### config.mk
export PLATFORM = sky130hd
export DESIGN_NAME = smets_top
export DESIGN_NICKNAME = d
export VERILOG_FILES = /design/src/smets_pkg.sv /design/src/smets_edge.sv /design/src/smets_prio.sv /design/src/smets_top.sv
export SDC_FILE = /design/constraint.sdc
export NUM_CORES = 1
export LEC_CHECK = 0
export BUFFER_PORTS_ARGS = -buffer_cell sky130_fd_sc_hd__buf_2
export CAP_MARGIN = 0
export CORE_MARGIN = 8
export CORE_UTILIZATION = 45
export DETAILED_ROUTE_END_ITERATION = 16
export PLACE_DENSITY = 0.74
export SYNTH_ARGS = -nofsm -noshare
export SYNTH_HDL_FRONTEND = slang
export SYNTH_SLANG_ARGS = --single-unit
### constraint.sdc
create_clock -name aclk -period 2.7 [get_ports aclk]
set_input_delay 0.54 -clock aclk [delete_from_list [all_inputs] [get_ports aclk]]
set_output_delay 0.54 -clock aclk [all_outputs]
set_load 0.03 [all_outputs]
### src/smets_pkg.sv
// Constants, field positions and carrier types of the management-interrupt event block
package smets_pkg;

  // ----------------------------------------------------------------
  // Clock
  // ----------------------------------------------------------------
  localparam int CLK_PERIOD_NS = 50;

  // ----------------------------------------------------------------
  // Register indices (byte address is four times the index)
  // ----------------------------------------------------------------
  localparam logic [7:0] IDX_TRIG_SEL = 8'h33;
  localparam logic [7:0] IDX_TRAP_SEL = 8'h34;
  localparam logic [7:0] IDX_STATUS = 8'h35;
  localparam logic [7:0] IDX_IRQ_GRP = 8'h36;
  localparam logic [7:0] IDX_INT_STAT = 8'h40;
  localparam logic [7:0] IDX_INT_MASK = 8'h41;
  localparam logic [7:0] IDX_CONTROL = 8'h42;

  // ----------------------------------------------------------------
  // Field positions and reset values
  // ----------------------------------------------------------------
  localparam int TRAP_SW_RISE_BIT = 5;
  localparam int TRAP_SW_FALL_BIT = 6;
  localparam int TRAP_DOUBLE_BIT = 7;
  localparam int TRIG_SWITCH_BIT = 7;
  localparam int STATUS_SEL_LSB = 4;
  localparam int CTRL_SW_SMI_BIT = 0;
  localparam int CTRL_DONE_BIT = 1;
  localparam int INT_RAISED_BIT = 0;
  localparam int INT_SERVICED_BIT = 1;
  localparam logic [7:0] REG_RESET = 8'h00;
  localparam logic [7:0] IRQ_GRP_WMASK = 8'hE5;
  localparam logic [7:0] INT_WMASK = 8'h03;

  // ----------------------------------------------------------------
  // Cause codes and signalling selections
  // ----------------------------------------------------------------
  localparam logic [3:0] CAUSE_NONE = 4'h0;
  localparam logic [3:0] CAUSE_SWITCH = 4'h8;
  localparam logic [3:0] CAUSE_VIDEO = 4'h9;
  localparam logic [3:0] CAUSE_SOFTWARE = 4'hE;
  localparam logic [3:0] CAUSE_TURBO = 4'hF;
  localparam int NUM_CAUSES = 15;
  localparam logic [1:0] CONV_ACTIVE_LOW = 2'h1;
  localparam logic [1:0] RESP_OKAY = 2'h0;
  localparam logic [1:0] RESP_SLVERR = 2'h2;

  typedef enum logic [1:0] {
    OUT_SMI,
    OUT_NMI,
    OUT_IRQ15,
    OUT_IRQ10
  } smets_outsel_type;

  // ----------------------------------------------------------------
  // Carriers
  // ----------------------------------------------------------------
  typedef struct packed {
    logic mode_timer;
    logic input_timer;
    logic gmem_timer;
    logic rtc_alarm;
    logic input_activity;
    logic drq_activity;
    logic [4:0] trap_access;
    logic turbo_status;
  } smets_events_type;

  typedef struct packed {
    logic [7:0] trig_sel;
    logic [7:0] trap_sel;
    logic [3:0] sig_sel;
    logic [7:0] irq_grp;
    logic [7:0] int_stat;
    logic [7:0] int_mask;
  } smets_regs_type;

endpackage

### src/smets_edge.sv
// Rising and falling edge detector for synchronous level inputs
`timescale 1ns/10ps
module smets_edge
  import smets_pkg::*;
#(
  parameter int W = 2
) (
  input wire logic aclk,
  input wire logic aresetn,
  input wire logic [W-1:0] level,
  output logic [W-1:0] rise,
  output logic [W-1:0] fall
);

  typedef struct packed {
    logic [W-1:0] prev;
    logic primed;
  } smets_edge_state_type;

  smets_edge_state_type s;
  smets_edge_state_type n;

  // ----------------------------------------------------------------
  // Edge logic
  // ----------------------------------------------------------------
  // Primed bit stops a level already high at reset looking like an edge
  always_comb begin
    n = s;
    n.prev = level;
    n.primed = 1'b1;
  end

  always_ff @(posedge aclk) begin
    if (!aresetn) begin
      s <= '0;
    end else begin
      s <= n;
    end
  end

  // Edges against the previous sample
  assign rise = s.primed ? (level & ~s.prev) : '0;
  assign fall = s.primed ? (~level & s.prev) : '0;

endmodule

### src/smets_prio.sv
// Lowest-numbered pending cause selector
`timescale 1ns/10ps
module smets_prio
  import smets_pkg::*;
#(
  parameter int W = 15
) (
  input wire logic [W-1:0] req,
  output logic [3:0] code,
  output logic [W-1:0] onehot,
  output logic any
);

  // ----------------------------------------------------------------
  // Priority search
  // ----------------------------------------------------------------
  // Bit k stands for cause code k+1; lowest code wins
  always_comb begin
    code = CAUSE_NONE;
    onehot = '0;
    any = 1'b0;
    for (int i = W - 1; i >= 0; i--) begin
      if (req[i]) begin
        code = 4'(i + 1);
        onehot = '0;
        onehot[i] = 1'b1;
        any = 1'b1;
      end
    end
  end

endmodule

### src/smets_top.sv
// Management-interrupt event trap, cause status and request routing with AXI4-Lite registers
// What this block does
// Five trap bits enable access-class traps
// Bit 5 traps switch low-to-high edge
// Bit 6 traps switch high-to-low edge
// Trap bit 7 doubles idle timer base
// Read-only cause field, zero means none
// Codes one to seven: timers, alarm, activity
// Codes eight to thirteen: switch, traps
// Code 14 software, 15 turbo transition
// Bits 5:4 route request to output
// Bits 7:6 pick signalling convention
// Status and selection register resets zero
// Group register picks IRQ0, NMI, IRQ5-7
// IRQ1, 3, 4, 12 never counted
// Trap classes: video, disk, printer, ranges
// Codes one to eight fire only when trigger-enabled
// Lowest pending cause held until serviced
`timescale 1ns/10ps
module smets_top
  import smets_pkg::*;
#(
  parameter int ADDR_W = 12
) (
  input wire logic aclk,
  input wire logic aresetn,
  input wire logic [ADDR_W-1:0] s_axi_awaddr,
  input wire logic s_axi_awvalid,
  output logic s_axi_awready,
  input wire logic [31:0] s_axi_wdata,
  input wire logic [3:0] s_axi_wstrb,
  input wire logic s_axi_wvalid,
  output logic s_axi_wready,
  output logic [1:0] s_axi_bresp,
  output logic s_axi_bvalid,
  input wire logic s_axi_bready,
  input wire logic [ADDR_W-1:0] s_axi_araddr,
  input wire logic s_axi_arvalid,
  output logic s_axi_arready,
  output logic [31:0] s_axi_rdata,
  output logic [1:0] s_axi_rresp,
  output logic s_axi_rvalid,
  input wire logic s_axi_rready,
  input wire smets_events_type events,
  input wire logic [15:0] irq_lines,
  input wire logic nmi_in,
  input wire logic suspend_switch_input,
  output logic sys_mgmt_irq,
  output logic nmi_req,
  output logic irq15_req,
  output logic irq10_req,
  output logic double_time_base,
  output logic int_out
);

  typedef struct packed {
    logic aw_held;
    logic w_held;
    logic [7:0] aw_idx;
    logic [7:0] wdata;
    logic wbyte;
    logic awready;
    logic wready;
    logic bvalid;
    logic [1:0] bresp;
    logic arready;
    logic rvalid;
    logic [1:0] rresp;
    logic [31:0] rdata;
    smets_regs_type regs;
    logic [3:0] cause;
    logic [NUM_CAUSES-1:0] pending;
    logic sys_mgmt_irq;
    logic nmi_req;
    logic irq15_req;
    logic irq10_req;
    logic int_out;
  } smets_state_type;

  smets_state_type s;
  smets_state_type n;

  // ----------------------------------------------------------------
  // Register decode helpers
  // ----------------------------------------------------------------
  function automatic logic reg_hit(input logic [7:0] idx);
    case (idx)
      IDX_TRIG_SEL, IDX_TRAP_SEL, IDX_STATUS, IDX_IRQ_GRP,
      IDX_INT_STAT, IDX_INT_MASK, IDX_CONTROL: reg_hit = 1'b1;
      default: reg_hit = 1'b0;
    endcase
  endfunction

  // Control register is write-only strobes and reads as zero
  function automatic logic [7:0] reg_read(input logic [7:0] idx, input smets_regs_type r,
                                          input logic [3:0] cause);
    case (idx)
      IDX_TRIG_SEL: reg_read = r.trig_sel;
      IDX_TRAP_SEL: reg_read = r.trap_sel;
      IDX_STATUS: reg_read = {r.sig_sel, cause};
      IDX_IRQ_GRP: reg_read = r.irq_grp;
      IDX_INT_STAT: reg_read = r.int_stat;
      IDX_INT_MASK: reg_read = r.int_mask;
      default: reg_read = REG_RESET;
    endcase
  endfunction

  // ----------------------------------------------------------------
  // Event sources
  // ----------------------------------------------------------------
  logic [1:0] edge_rise;
  logic [1:0] edge_fall;
  logic irq_act;
  logic wr_fire;
  logic sw_smi_w;
  logic done_w;
  logic [NUM_CAUSES-1:0] req_now;
  logic [NUM_CAUSES-1:0] pend_all;
  logic [3:0] prio_code;
  logic [NUM_CAUSES-1:0] prio_onehot;
  logic prio_any;
  smets_outsel_type out_sel;

  smets_edge #(
    .W(2)
  ) u_edge (
    .aclk(aclk),
    .aresetn(aresetn),
    .level({events.turbo_status, suspend_switch_input}),
    .rise(edge_rise),
    .fall(edge_fall)
  );

  // Group activity; only the selectable channels are wired in at all
  assign irq_act = |(s.regs.irq_grp & {irq_lines[7:5], 2'b00, nmi_in, 1'b0, irq_lines[0]});

  // Control strobes come from the held write, so no loop through the next-state logic
  assign wr_fire = s.aw_held && s.w_held && !s.bvalid && s.wbyte;
  assign sw_smi_w = wr_fire && (s.aw_idx == IDX_CONTROL) && s.wdata[CTRL_SW_SMI_BIT];
  assign done_w = wr_fire && (s.aw_idx == IDX_CONTROL) && s.wdata[CTRL_DONE_BIT];

  // Bit k carries cause code k+1
  assign req_now[0] = events.mode_timer && s.regs.trig_sel[0];
  assign req_now[1] = events.input_timer && s.regs.trig_sel[1];
  assign req_now[2] = events.gmem_timer && s.regs.trig_sel[2];
  assign req_now[3] = events.rtc_alarm && s.regs.trig_sel[3];
  assign req_now[4] = events.input_activity && s.regs.trig_sel[4];
  assign req_now[5] = irq_act && s.regs.trig_sel[5];
  assign req_now[6] = events.drq_activity && s.regs.trig_sel[6];
  assign req_now[7] = s.regs.trig_sel[TRIG_SWITCH_BIT] &&
                      ((edge_rise[0] && s.regs.trap_sel[TRAP_SW_RISE_BIT]) ||
                       (edge_fall[0] && s.regs.trap_sel[TRAP_SW_FALL_BIT]));
  // Video, disk, printer, I/O range, memory range in that order
  assign req_now[12:8] = events.trap_access & s.regs.trap_sel[4:0];
  assign req_now[13] = sw_smi_w;
  assign req_now[14] = edge_rise[1] || edge_fall[1];
  assign pend_all = s.pending | req_now;

  smets_prio #(
    .W(NUM_CAUSES)
  ) u_prio (
    .req(pend_all),
    .code(prio_code),
    .onehot(prio_onehot),
    .any(prio_any)
  );

  // ----------------------------------------------------------------
  // Next state
  // ----------------------------------------------------------------
  always_comb begin
    logic [7:0] int_set;
    logic [7:0] int_clr;
    logic act;
    n = s;
    int_set = '0;
    int_clr = '0;
    act = 1'b0;
    // Write channels, taken in either order
    if (s_axi_awvalid && s.awready) begin
      n.aw_held = 1'b1;
      n.aw_idx = s_axi_awaddr[9:2];
    end
    if (s_axi_wvalid && s.wready) begin
      n.w_held = 1'b1;
      n.wdata = s_axi_wdata[7:0];
      n.wbyte = s_axi_wstrb[0];
    end
    if (s.bvalid && s_axi_bready) begin
      n.bvalid = 1'b0;
    end
    if (s.aw_held && s.w_held && !s.bvalid) begin
      n.aw_held = 1'b0;
      n.w_held = 1'b0;
      n.bvalid = 1'b1;
      n.bresp = reg_hit(s.aw_idx) ? RESP_OKAY : RESP_SLVERR;
      if (s.wbyte) begin
        case (s.aw_idx)
          IDX_TRIG_SEL: n.regs.trig_sel = s.wdata;
          IDX_TRAP_SEL: n.regs.trap_sel = s.wdata;
          // Cause nibble is read-only, writes land on the selection bits only
          IDX_STATUS: n.regs.sig_sel = s.wdata[7:STATUS_SEL_LSB];
          IDX_IRQ_GRP: n.regs.irq_grp = s.wdata & IRQ_GRP_WMASK;
          IDX_INT_STAT: int_clr = s.wdata;
          IDX_INT_MASK: n.regs.int_mask = s.wdata & INT_WMASK;
          default: ;
        endcase
      end
    end
    // Read channel
    if (s.rvalid && s_axi_rready) begin
      n.rvalid = 1'b0;
    end
    if (s_axi_arvalid && s.arready) begin
      n.rvalid = 1'b1;
      n.rresp = reg_hit(s_axi_araddr[9:2]) ? RESP_OKAY : RESP_SLVERR;
      n.rdata = {24'h00_0000, reg_read(s_axi_araddr[9:2], s.regs, s.cause)};
    end
    n.awready = !n.aw_held && !n.bvalid;
    n.wready = !n.w_held && !n.bvalid;
    n.arready = !n.rvalid;
    // Cause capture; later events wait in pending so none is dropped
    n.pending = pend_all;
    if (done_w) begin
      n.cause = CAUSE_NONE;
      int_set[INT_SERVICED_BIT] = 1'b1;
    end
    // A new cause taken in the service cycle wins over the clear
    if ((s.cause == CAUSE_NONE || done_w) && prio_any) begin
      n.cause = prio_code;
      n.pending = pend_all & ~prio_onehot;
      int_set[INT_RAISED_BIT] = 1'b1;
    end
    // Sticky status: set beats a same-cycle write-one clear
    n.regs.int_stat = ((s.regs.int_stat & ~int_clr) | int_set) & INT_WMASK;
    n.int_out = |(n.regs.int_stat & n.regs.int_mask);
    // Routing and polarity of the request
    act = (n.cause != CAUSE_NONE);
    n.nmi_req = act && (n.regs.sig_sel[1:0] == OUT_NMI);
    n.irq15_req = act && (n.regs.sig_sel[1:0] == OUT_IRQ15);
    n.irq10_req = act && (n.regs.sig_sel[1:0] == OUT_IRQ10);
    // Reserved convention code behaves like the first one
    n.sys_mgmt_irq = (act && (n.regs.sig_sel[1:0] == OUT_SMI)) ^
                     (n.regs.sig_sel[3:2] == CONV_ACTIVE_LOW);
  end

  // State register; all-zero reset clears status and selection
  always_ff @(posedge aclk) begin
    if (!aresetn) begin
      s <= '0;
    end else begin
      s <= n;
    end
  end

  // ----------------------------------------------------------------
  // Outputs
  // ----------------------------------------------------------------
  assign out_sel = smets_outsel_type'(s.regs.sig_sel[1:0]);
  assign s_axi_awready = s.awready;
  assign s_axi_wready = s.wready;
  assign s_axi_bresp = s.bresp;
  assign s_axi_bvalid = s.bvalid;
  assign s_axi_arready = s.arready;
  assign s_axi_rdata = s.rdata;
  assign s_axi_rresp = s.rresp;
  assign s_axi_rvalid = s.rvalid;
  assign sys_mgmt_irq = s.sys_mgmt_irq;
  assign nmi_req = s.nmi_req;
  assign irq15_req = s.irq15_req;
  assign irq10_req = s.irq10_req;
  assign double_time_base = s.regs.trap_sel[TRAP_DOUBLE_BIT];
  assign int_out = s.int_out;
endmodule
# Yosys cells after proc, flatten, opt, wreduce, memory -nomap -nowiden
# Index checks and enable logic that the tools add are counted.
# word_totals
inputBits	97
latch_bits	0
mem_bits_ro	0
wordCells	182
mem_count	0
register_bits	98
out_inout_bits	47
ramBits	0
# classes
eq_ne	18
n_shift	0
addsub	0
mul	0
div	0
magnitude_cmp	0
muxes	76
n_reduce_logical	46
n_bitwise	14
# ops
cell	n
15-bit 2-to-1 mux	15
4-bit 2-to-1 mux	17
8-bit by 6-bit == test with 1-bit output (second input constant)	8
8-bit by 7-bit == test with 1-bit output (second input constant)	6
8-bit case mux with 6 select lines	1
35-bit 2-to-1 mux	1
8-bit 2-to-1 mux	4
1-bit logical AND	28
1-bit 2-to-1 mux	26
12-bit 2-to-1 mux	2
19-bit 2-to-1 mux	1
2-bit 2-to-1 mux	8
8-bit OR reduction	2
15-bit bitwise AND	1
15-bit inverter	1
15-bit bitwise OR	1
7-bit OR reduction	2
3-bit AND reduction	3
2-bit by 8-bit bitwise AND with 8-bit output	1
8-bit bitwise AND	1
2-bit bitwise AND	3
2-bit inverter	3
5-bit bitwise AND	1
1-bit logical NOT	5
9 further kinds	13

# Depth between registers and ports, before layout
# Gate-level depths: netlist of the first run.
# logic_depth
depth_word	28
mapped_depth	9
depth_no_buf	8

# Modules after synthesis
# Synthesis of the first run repeated with hierarchy kept, for this count alone.
# hier_totals
cells_unflattened	513
hier_area_um2	4400.5
# by_module_without_submodules
module	seq_area_each_um2	instances	area_per_inst_um2	cells_each
smets_top	1741.7	1	3943.8	456
smets_prio	0.0	1	346.6	48
smets_edge	60.1	1	110.1	9

# Least setup slack after synthesis of the first run
# Ideal clock, no wire load.
# synth_timing
path_type	input-to-reg
start	input events[3] (netlist bit)
end	register s (netlist bit irq15_req)
path_stages	8
path_slack_ns	0.525
arrival_ns	2.060
path_buffers	0
t_required_ns	2.584
setup_time_ns	0.116
cell_sequence	a21o_1 > nor2_2 > or4b_4 > nor3_2 > a21boi_2 > nor3_2 > nand2_1 > and3_1
# synth_via
elab_chain_len	17
elab_cells_between_ends	28
classes_between	23 x mux; 2 x bitwise; 3 x reduce/logical
# synth_lines
element	line	text
start, declared	smets_top.sv:44	input wire smets_events_type events,
5-bit bitwise AND (*)	smets_top.sv:154	assign req_now[12:8] = events.trap_access & s.regs.trap_sel[4:0];
15-bit bitwise OR (*)	smets_top.sv:157	assign pend_all = s.pending | req_now;
1-bit 2-to-1 mux (11 in a row)	smets_prio.sv:23	if (req[i]) begin
1-bit logical AND	smets_top.sv:229	if ((s.cause == CAUSE_NONE || done_w) && prio_any) begin
19-bit 2-to-1 mux (*)	smets_top.sv:229	
4-bit nonzero test (*)	smets_top.sv:238	act = (n.cause != CAUSE_NONE);
1-bit logical AND (*)	smets_top.sv:240	n.irq15_req = act && (n.regs.sig_sel[1:0] == OUT_IRQ15);
end signal, assigned	smets_top.sv:252	s <= n;
end, declared	smets_top.sv:80	smets_state_type s;
# Mark *: on every way between the ends. The rest lies on a longest branch, timed or not.
# A chain may end at the register's enable or synchronous reset.

# Final worst setup path of the first run
# layout_timing
start	register s[58] (netlist bit)
end	register s (netlist bit nmi_req)
# layout_via
elab_chain_len	16
elab_cells_between_ends	24
classes_between	17 x mux; 1 x bitwise; 6 x reduce/logical
# layout_lines
element	line	text
1-bit logical AND (*)	smets_top.sv:152	(edge_fall[0] && s.regs.trap_sel[TRAP_SW_FALL_BIT]));
1-bit logical OR (*)	smets_top.sv:151	((edge_rise[0] && s.regs.trap_sel[TRAP_SW_RISE_BIT]) ||
1-bit logical AND (*)	smets_top.sv:150	assign req_now[7] = s.regs.trig_sel[TRIG_SWITCH_BIT] &&
15-bit bitwise OR (*)	smets_top.sv:157	
1-bit 2-to-1 mux (8 in a row)	smets_prio.sv:23	
1-bit logical AND	smets_top.sv:229	
19-bit 2-to-1 mux (*)	smets_top.sv:229	
4-bit nonzero test (*)	smets_top.sv:238	
1-bit logical AND (*)	smets_top.sv:239	n.nmi_req = act && (n.regs.sig_sel[1:0] == OUT_NMI);
# Marks and branches as above.

==> results.txt, run 1 <==
Post-synth EDFFs -> 0
sequential fraction of the synthesis area -> 0.421
share of layout cells above drive strength 1 -> 0.199
unique cell type count in the Yosys netlist -> 56
top cells by area, synth -> dfxtp_1 (42%), mux2i_1 (7.5%), buf_4 (6.5%)
CTS buffer count -> 9
diode count -> 0
clock skew -> 12.1 ps
status -> finished clean
proportion of power drawn by combinational gates -> 0.148
CP Class -> reg -> reg
Net Sw Frac -> 0.292
gr usage total -> 0.161
Nets -> 641
Final Max Slew Viols -> 0
DRT Pass-1 Iters -> 5
via count -> 3468
critical path endpoint category -> register
Cells after Synth -> 482
setup ws final -> 371 ps
DRC -> 0
CP Launch Type -> register
post-cts sizing count -> 0
Critical path buffers and inverters -> 0
total wire length -> 10400 um
total power divided by cell area -> 548 nW/um^2
top cell type by total area after synthesis -> dfxtp_1
Fin Hold WS -> 406 ps
initial DRC count -> 166
critical path arrival -> 2580 ps
die height -> 113 um
Die X -> 113 um
Lkg Pwr -> 0.00216 uW
CP max stage delay -> 460 ps
crit share post-route -> 0.863
CP Depth -> 8
crit-path cells -> nand3b_1 -> a21oi_1 -> nor4_1 -> o311ai_0 -> a21oi_1 -> nor3_2 -> nand2_1 -> and3_1
pre-CTS WS -> 72.7 ps
Initial Utilization -> 0.463
Syn Area/Cell -> 8.87 um^2
Yosys warnings -> 0
Via density -> 5.12
cell with the most instances on the worst path -> a21oi_1
multiplexer share of the synthesized area -> 0.0749
RSZ-0062 raised after global routing -> no
internal power -> 1850 uW
routing usage on met2 -> 0.262
Post-Synthesis Cell Area -> 4280 um^2
Clock power frac -> 0.313
r2r startpoint -> s[58]$_SDFFE_PN0P_
hold path start -> events[0]
setup TNS -> 0 ps
Max stage delay cell, worst path -> a21oi_1
HPWL after detailed placement -> 8070 um
gpl congestion -> 0.902
gr busiest metal -> met2
largest net degree at the start of global routing -> 40
cts hold-fix bufs -> 0
CTS Buffer Depth -> 2
fillcell total -> 885
Die ar. -> 12900 um^2
GR Util met3 -> 0.0338
Post-synth ARST share -> 0
initial antenna violation count -> 0
MaxCap Viol Count -> 0
Fin. Hold Viols -> 0
CP required -> 2950 ps
Detail Route Antenna Nets -> 0
Global Route met1 Usage -> 0.203
CP top delay family -> compound AO/OA/AOI/OAI gates
hold depth -> 2
Post-Synth Adder-Cell Area -> 0
post-synthesis xor/xnor area fraction -> 0.00205
Core Area -> 9240 um^2
Synth Area in Compound Gates -> 0.157
Port Buffers -> 70
final setup vio count -> 0
IO Count -> 144
Post-synth top flop -> dfxtp_1
clk slew on worst S/H paths -> 90 ps
critical path fanouts, max -> 5
drt wl/cell -> 15.4 um
# clock sinks -> 90
Synth Area in Simple Gates -> 0.261
Hold Path Class -> in -> reg
post-synth top area share -> 0.421
# rows -> 35
vias in the first global route -> 3447
most common cell in the netlist -> dfxtp_1
Worst Reg-to-Reg Cells -> 8
Fmax achieved -> 0.429 GHz
CTS HTree Levels -> 3
TritonCTS clock tree -> done
Worst Tran Pin Value -> 603 ps
Area Overhead vs Synth -> 11.6%
Seq pwr share -> 0.539
largest family of logic cells by synthesized area -> simple AND/OR/NAND/NOR gates
Setup Buffers After CTS -> 0
Rel. slew slack -> 0.595
Max IR drop VDD -> 0.000236 V
grt ovf -> 0
first-pass GRT wire length -> 16700 um
Synth Register Bits -> 90
Clk Latency, worst-skew pair -> 350 ps
Period minus WS final -> 2330 ps
critical path startpoint -> s[58]$_SDFFE_PN0P_
CTS root buf -> clkbuf_8
most frequent cells after synthesis -> dfxtp_1 (90), nand2_1 (73), buf_4 (37), mux2i_1 (32), nor2b_1 (31)
Psw -> 765 uW
==> layout by cell type, fill, tap and decap left out, types with 4 or more instances in the layout <==
cell type,count
nand3_1,7
a221oi_1,4
and3_1,8
o21ai_0,16
nand2b_1,4
a21oi_1,17
buf_2,70
nand2_1,73
buf_4,9
conb_1,26
clkbuf_8,9
and2_1,15
a21boi_0,22
mux2i_1,32
nor3b_1,7
a21o_1,10
nor3_1,8
a31oi_1,4
nor2b_1,31
dfxtp_1,90
nor2_1,25
nand3b_1,6
==> power groups by stage <==
stage / clock, uW / combinational, uW / sequential (uW)
4_1_cts: 837 / 385 / 1410
3_3_place_gp: 0 / 381 / 1440
5_1_grt: 894 / 424 / 1420
2_1_floorplan: 0 / 298 / 1450
6_report: 820 / 387 / 1410
3_5_place_dp: 0 / 384 / 1440
==> worst register-to-register path, cell delays in order (launching register included) <==
cell,delay (ps)
dfxtp_1,380
nand3b_1,110
a21oi_1,460
nor4_1,110
o311ai_0,400
a21oi_1,160
nor3_2,280
nand2_1,130
and3_1,200
==> state kept, by name, summed over array words and instances (netlist names), 2 cells and up <==
register,cells
u_edge.s,3
s_axi_rdata,8
out_sel,2
s,64
==> per-layer routing <==
layer / routed length, um / vias to the layer above
met3: 732 / 15
met1: 4840 / 1582
met4: 153 / 0
met5: 0 / -
met2: 4700 / 132
li1: - / 1739
==> path summary, 6_finish.rpt <==
path / to / slack, ps
max: nmi_req$_SDFF_PN0_ / 370
min: u_edge.s[2]$_SDFF_PN0_ / 410
max reg2reg: nmi_req$_SDFF_PN0_ / 370
min reg2reg: s[123]$_SDFFE_PN0P_ / 480
==> cell type report <==
cell class	instances	area (um^2)	area share
Clock buffer	10	128	0.0267
Clock inverter	6	42.5	0.00891
Inverter	3	11.3	0.00236
Multi-Input combinational cell	361	2210	0.463
Sequential cell	90	1800	0.377
Tap cell	129	161	0.0338
Timing Repair Buffer	79	418	0.0875
==> cells by family (layout without fill, tap and decap cells) <==
family                    count (synthesis)  count (layout)
AOI/OAI and AO/OA                        96              96
xor gates and xnor gates                  1               1
buffers and inverters                    56              98
DFF                                      90              90
muxes                                    32              32
other                                     1              26
and+or+nand+nor                         206             206
==> per-stage QoR <==
step	power, uW	cells	instance area (um^2)	utilization
floorplan	1750	507	4370	-
CTS	2630	678	4770	0.517
finish	2620	678	4770	0.517
detailed placement	1830	662	4600	0.498
global route	2730	678	4770	0.517
global placement	1820	662	4600	0.498
(Power assumes the default switching activity.)
==> run 2, diff against run 1 <==
- clock period: 2.7 -> 2.3 ns (I/O delays scaled with it)
==> results.txt, run 2 (synthesis results as in run 1) <==
CTS buffer count -> 9 (unchanged)
setup ws final -> 85.0 ps (-286 ps)
Final Core Density -> 0.539 (+0.0219)
DRT Pass-1 Iters -> 5 (unchanged)
gr usage total -> 0.168 (+0.00792)
Fmax achieved -> 0.451 GHz (+5.2%)
HPWL after detailed placement -> 8350 um (+3.4%)
MaxCap Viol Count -> 0 (unchanged)
# clock sinks -> 90 (unchanged)
crit-path cells -> nand2_1 -> a21oi_1 -> nor4_1 -> o311ai_0 -> a21oi_1 -> nor3_2 -> nand2_1 -> and3b_1
Placed Instance Area -> 4730 um^2 (+2.8%)
total wire length -> 10600 um (+1.5%)
initial antenna violation count -> 0 (unchanged)
CTS root buf -> clkbuf_8
vias in the first global route -> 3575 (+3.7%)
first-pass GRT wire length -> 17500 um (+5.1%)
cts hold-fix bufs -> 0 (unchanged)
critical path endpoint category -> register
clock skew -> 13.3 ps (+1.24 ps)
most frequent cells in the layout -> dfxtp_1 (88), nand2_1 (73), buf_2 (70), mux2i_1 (32), nor2b_1 (31)
total power divided by cell area -> 678 nW/um^2 (+24%)
via count -> 3531 (+1.8%)
max FFs per register -> 64 (unchanged)
share of layout cells above drive strength 1 -> 0.233 (+0.0347)
CP Class -> reg -> reg
Max stage delay cell, worst path -> dfxtp_1
critical path arrival -> 2470 ps (-110 ps)
grt ovf -> 0 (unchanged)
TritonCTS clock tree -> done
Lkg Pwr -> 0.00228 uW (+5.5%)
fin area -> 4980 um^2 (+4.2%)
Fin. Hold Viols -> 0 (unchanged)
Core Area -> 9240 um^2 (unchanged)
Rel. slew slack -> 0.637 (+0.0415)
Initial Utilization -> 0.463 (unchanged)
IO Count -> 144 (unchanged)
die height -> 113 um (unchanged)
crit share post-route -> 0.963 (+0.100)
setup TNS -> 0 ps (unchanged)
# rows -> 35 (unchanged)
critical path fanouts, max -> 3 (-2)
CTS Buffer Depth -> 2 (unchanged)
Hold Path Class -> in -> reg
Largest Register -> s
CP Launch Type -> register
diode count -> 0 (unchanged)
largest net degree at the start of global routing -> 26 (-35%)
CP required -> 2550 ps (-400 ps)
final setup vio count -> 0 (unchanged)
Setup Buffers After CTS -> 0 (unchanged)
initial DRC count -> 168 (+1.2%)
Clk Latency, worst-skew pair -> 360 ps (about the same)
Non-Filler Instances -> 695 (+2.5%)
gpl congestion -> 0.887 (-1.7%)
Die ar. -> 12900 um^2 (unchanged)
CP max stage delay -> 410 ps (-50 ps)
Period minus WS final -> 2220 ps (-114 ps)
Area Overhead vs Synth -> 16.4%
Worst Tran Pin Value -> 544 ps (-58.9 ps)
area of the multi-input gates -> 2220 um^2 (+0.51%)
status -> finished clean
CTS HTree Levels -> 3 (unchanged)
Via density -> 5.08 (-0.67%)
pre-CTS WS -> -155 ps (-228 ps)
Nets -> 658 (+2.7%)
Placed Instances -> 679 (+2.6%)
DRC -> 0 (unchanged)
drt wl/cell -> 15.2 um (-0.96%)
fillcell total -> 891 (+0.68%)
commonest non-fill, non-tap cell in the layout -> dfxtp_1
Port Buffers -> 70 (unchanged)
clk slew on worst S/H paths -> 100 ps (about the same)
Die X -> 113 um (unchanged)
Max IR drop VDD -> 0.000380 V (+61%)
Final Max Slew Viols -> 0 (unchanged)
Detail Route Antenna Nets -> 0 (unchanged)
area taken by flip-flops and latches -> 1800 um^2 (+0.14%)
[run 2: changes by cell type in the layout (fill, tap and decap cells not counted), sizes merged]
cell and change:
bufinv +2, inv +2, buf +17, clkinvlp -1
clkinv -3
[run 2: cell type report]
class | count | area share
multi-input cells | 361 | 0.447
inverters | 3 | 0.00226
repair buffers | 96 | 0.110
clock inverters | 6 | 0.0189
flip-flops and latches | 90 | 0.362
well taps | 129 | 0.0324
clock buffers | 10 | 0.0277
[run 2: worst max-delay path: cells and delay by family (launching register included)]
kind             cells  cell delay, ps
AO/OA/AOI/OAI        3             880
AND/OR/NAND/NOR      5             810
flip-flops           1             410
[run 2: per-stage QoR]
step	hold WS (ps)	power, uW
3_5_place_dp	474	2160
2_1_floorplan	451	2050
6_report	313	3370
5_1_grt	311	3520
3_3_place_gp	468	2150
4_1_cts	308	3390
[run 2: where the power goes]
part | internal (uW) | switching, uW
Clock | 654 | 589
Combinational | 185 | 290
Sequential | 1610 | 45.0
Total | 2450 | 924
[run 2: path summary, 6_finish.rpt]
path,start,endpoint,slack [ps],depth (start not counted)
worst max-delay path,u_edge.s[0]$_DFF_P_,irq10_req$_SDFF_PN0_,80,8
worst min-delay path,events[0],u_edge.s[2]$_SDFF_PN0_,310,2
worst max register to register,u_edge.s[0]$_DFF_P_,irq10_req$_SDFF_PN0_,80,8
worst min register to register,s[123]$_SDFFE_PN0P_,s[123]$_SDFFE_PN0P_,480,2
[run 2: routing by layer]
layer | routed length (um) | track usage
met4 | 225 | 0.0719
met2 | 4790 | 0.275
met5 | 0 | 0
met3 | 583 | 0.0338
met1 | 4980 | 0.211
[run 2: timing repair]
action                                  in CTS  in global routing
hold endpoints to repair                     0                  0
gates resized for setup                      0                  6
endpoints found under the setup margin       0                  3
==> run 3, diff against run 2 <==
- CORE_UTILIZATION: 45 -> 50
- PLACE_DENSITY: 0.74 -> 0.79
- clock period: 2.3 -> 2.1 ns (I/O delays scaled with it)
==> results.txt, run 3 (synthesis results as in run 1) <==
status -> finished clean
pre-CTS WS -> -273 ps (-118 ps)
Seq pwr share -> 0.514 (+0.023)
TritonCTS clock tree -> done
Core Area -> 8260 um^2 (-11%)
Lkg Pwr -> 0.00235 uW (+3.2%)
internal power -> 2500 uW (+1.9%)
HPWL after detailed placement -> 8320 um (-0.29%)
Fin Hold WS -> 281 ps (-31.7 ps)
CTS HTree Levels -> 3 (unchanged)
fillcell total -> 732 (-18%)
commonest non-fill, non-tap cell in the layout -> dfxtp_1
Port Buffers -> 70 (unchanged)
Clk Latency, worst-skew pair -> 360 ps (about the same)
RSZ-0062 raised after global routing -> yes
critical path arrival -> 2350 ps (-120 ps)
# rows -> 33 (-5.7%)
drt wl/cell -> 15.9 um (+4.2%)
critical path endpoint category -> register
Fmax achieved -> 0.479 GHz (+6.2%)
die height -> 108 um (-4.4%)
CP top delay family -> simple AND/OR/NAND/NOR gates
initial DRC count -> 212 (+26%)
setup ws final -> 14.5 ps (-70.5 ps)
Area Overhead vs Synth -> 19.4%
total power divided by cell area -> 690 nW/um^2 (+1.8%)
Net Sw Frac -> 0.292 (+0.0177)
setup TNS -> 0 ps (unchanged)
crit share post-route -> 0.993 (+0.0300)
clock skew -> 9.79 ps (-3.53 ps)
CP required -> 2360 ps (-190 ps)
diode count -> 0 (unchanged)
grt ovf -> 0 (unchanged)
CP max stage delay -> 500 ps (+90 ps)
Max IR drop VDD -> 0.000407 V (+7.1%)
Largest Register -> s
clk slew on worst S/H paths -> 90 ps (about the same)
Max stage delay cell, worst path -> or4b_4
DRT Pass-1 Iters -> 5 (unchanged)
total wire length -> 10900 um (+3.0%)
CP Class -> reg -> reg
DRC -> 0 (unchanged)
CTS Buffer Depth -> 2 (unchanged)
CTS root buf -> clkbuf_8
MaxCap Viol Count -> 0 (unchanged)
Hold Path Class -> in -> reg
Via density -> 5.32 (+4.7%)
IO Count -> 144 (unchanged)
first-pass GRT wire length -> 17100 um (-2.4%)
Critical path buffers and inverters -> 0 (unchanged)
# clock sinks -> 90 (unchanged)
Die ar. -> 11800 um^2 (-8.6%)
proportion of power drawn by combinational gates -> 0.177 (+0.036)
share of layout cells above drive strength 1 -> 0.271 (+0.0383)
Period minus WS final -> 2090 ps (-130 ps)
final setup vio count -> 0 (unchanged)
gr usage total -> 0.184 (+0.0151)
largest net degree at the start of global routing -> 55 (+110%)
Initial Utilization -> 0.518 (+0.0550)
CTS buffer count -> 9 (unchanged)
gpl congestion -> 0.897 (+1.2%)
cts hold-fix bufs -> 0 (unchanged)
critical path fanouts, max -> 3 (unchanged)
initial antenna violation count -> 0 (unchanged)
crit-path cells -> a21o_1 -> nor2_2 -> or4b_4 -> nor3_4 -> a31oi_2 -> o21ai_2 -> nand2_2 -> and3b_1
Psw -> 1030 uW (+11%)
Non-Filler Instances -> 687 (-1.2%)
Detail Route Antenna Nets -> 0 (unchanged)
max FFs per register -> 64 (unchanged)
Fin. Hold Viols -> 0 (unchanged)
Final Core Density -> 0.618 (+0.0797)
vias in the first global route -> 3523 (-1.5%)
Placed Instances -> 669 (-1.5%)
most frequent cells in the layout -> dfxtp_1 (85), nand2_1 (71), buf_2 (70), buf_4 (40), mux2i_1 (32)
Clock power frac -> 0.309 (-0.059)
via count -> 3656 (+3.5%)
Die X -> 108 um (-4.4%)
Final Max Slew Viols -> 0 (unchanged)
Nets -> 674 (+2.4%)
CP Launch Type -> register
[run 3: cell count changes in the layout (fill, tap and decap cells not counted), sizes merged]
| cell | before | now |
|---|---|---|
| buf | 96 | 112 |
| inv | 6 | 5 |
| clkinv | 0 | 1 |
| bufinv | 2 | 0 |
| clkbuf | 10 | 11 |
| clkinvlp | 1 | 2 |
[run 3: what timing repair did]
item                                    CTS  global route
gates resized for setup                   8            16
pin swaps                                10             7
cloned                                    0             0
endpoints found under the setup margin    6            10
buffers inserted                          0             2
[run 3: cell type report]
class / count / area, um^2 / area share
clock buffer: 11 / 141 / 0.0277
clock inverter: 5 / 37.5 / 0.00735
inverter: 3 / 11.3 / 0.00221
multi-input combinational: 361 / 2290 / 0.449
sequential: 90 / 1810 / 0.354
tap: 105 / 131 / 0.0257
timing repair buffer: 112 / 682 / 0.134
[run 3: routing by layer]
layer	vias to the layer above	part of all wire	track usage
met4	0	0.013	0.0616
met1	1708	0.44	0.221
li1	1808	-	-
met5	-	0	0
met2	130	0.47	0.308
met3	10	0.080	0.0512
[run 3: through the flow]
stage | total power [uW] | instance area [um^2]
after global placement | 2390 | 4820
after floorplan | 2240 | 4370
after CTS | 3480 | 5030
after detailed placement | 2400 | 4820
after global routing | 3660 | 5110
final | 3520 | 5110
[run 3: path summary, 6_finish.rpt]
kind | endpoint | cells after the start | slack [ps] | start
min | u_edge.s[1]$_SDFF_PN0_ | 2 | 280 | suspend_switch_input
max | irq10_req$_SDFF_PN0_ | 8 | 10 | s[54]$_SDFFE_PN0P_
min reg2reg | s[20]$_SDFF_PN0_ | 2 | 480 | s[20]$_SDFF_PN0_
max reg2reg | irq10_req$_SDFF_PN0_ | 8 | 10 | s[54]$_SDFFE_PN0P_
[run 3: worst reg2reg max path, delay by kind of cell (launching register included)]
| family | cells | cell delay, ps |
|---|---|---|
| AND/OR/NAND/NOR | 5 | 1160 |
| flip-flops | 1 | 350 |
| AO/OA/AOI/OAI | 3 | 500 |
[run 3: power by group through the flow]
stage	Combinational, uW	Sequential, uW	Clock (uW)
2_1_floorplan	383	1860	0
3_3_place_gp	541	1840	0
3_5_place_dp	551	1850	0
4_1_cts	562	1810	1100
5_1_grt	671	1820	1170
6_report	623	1810	1090
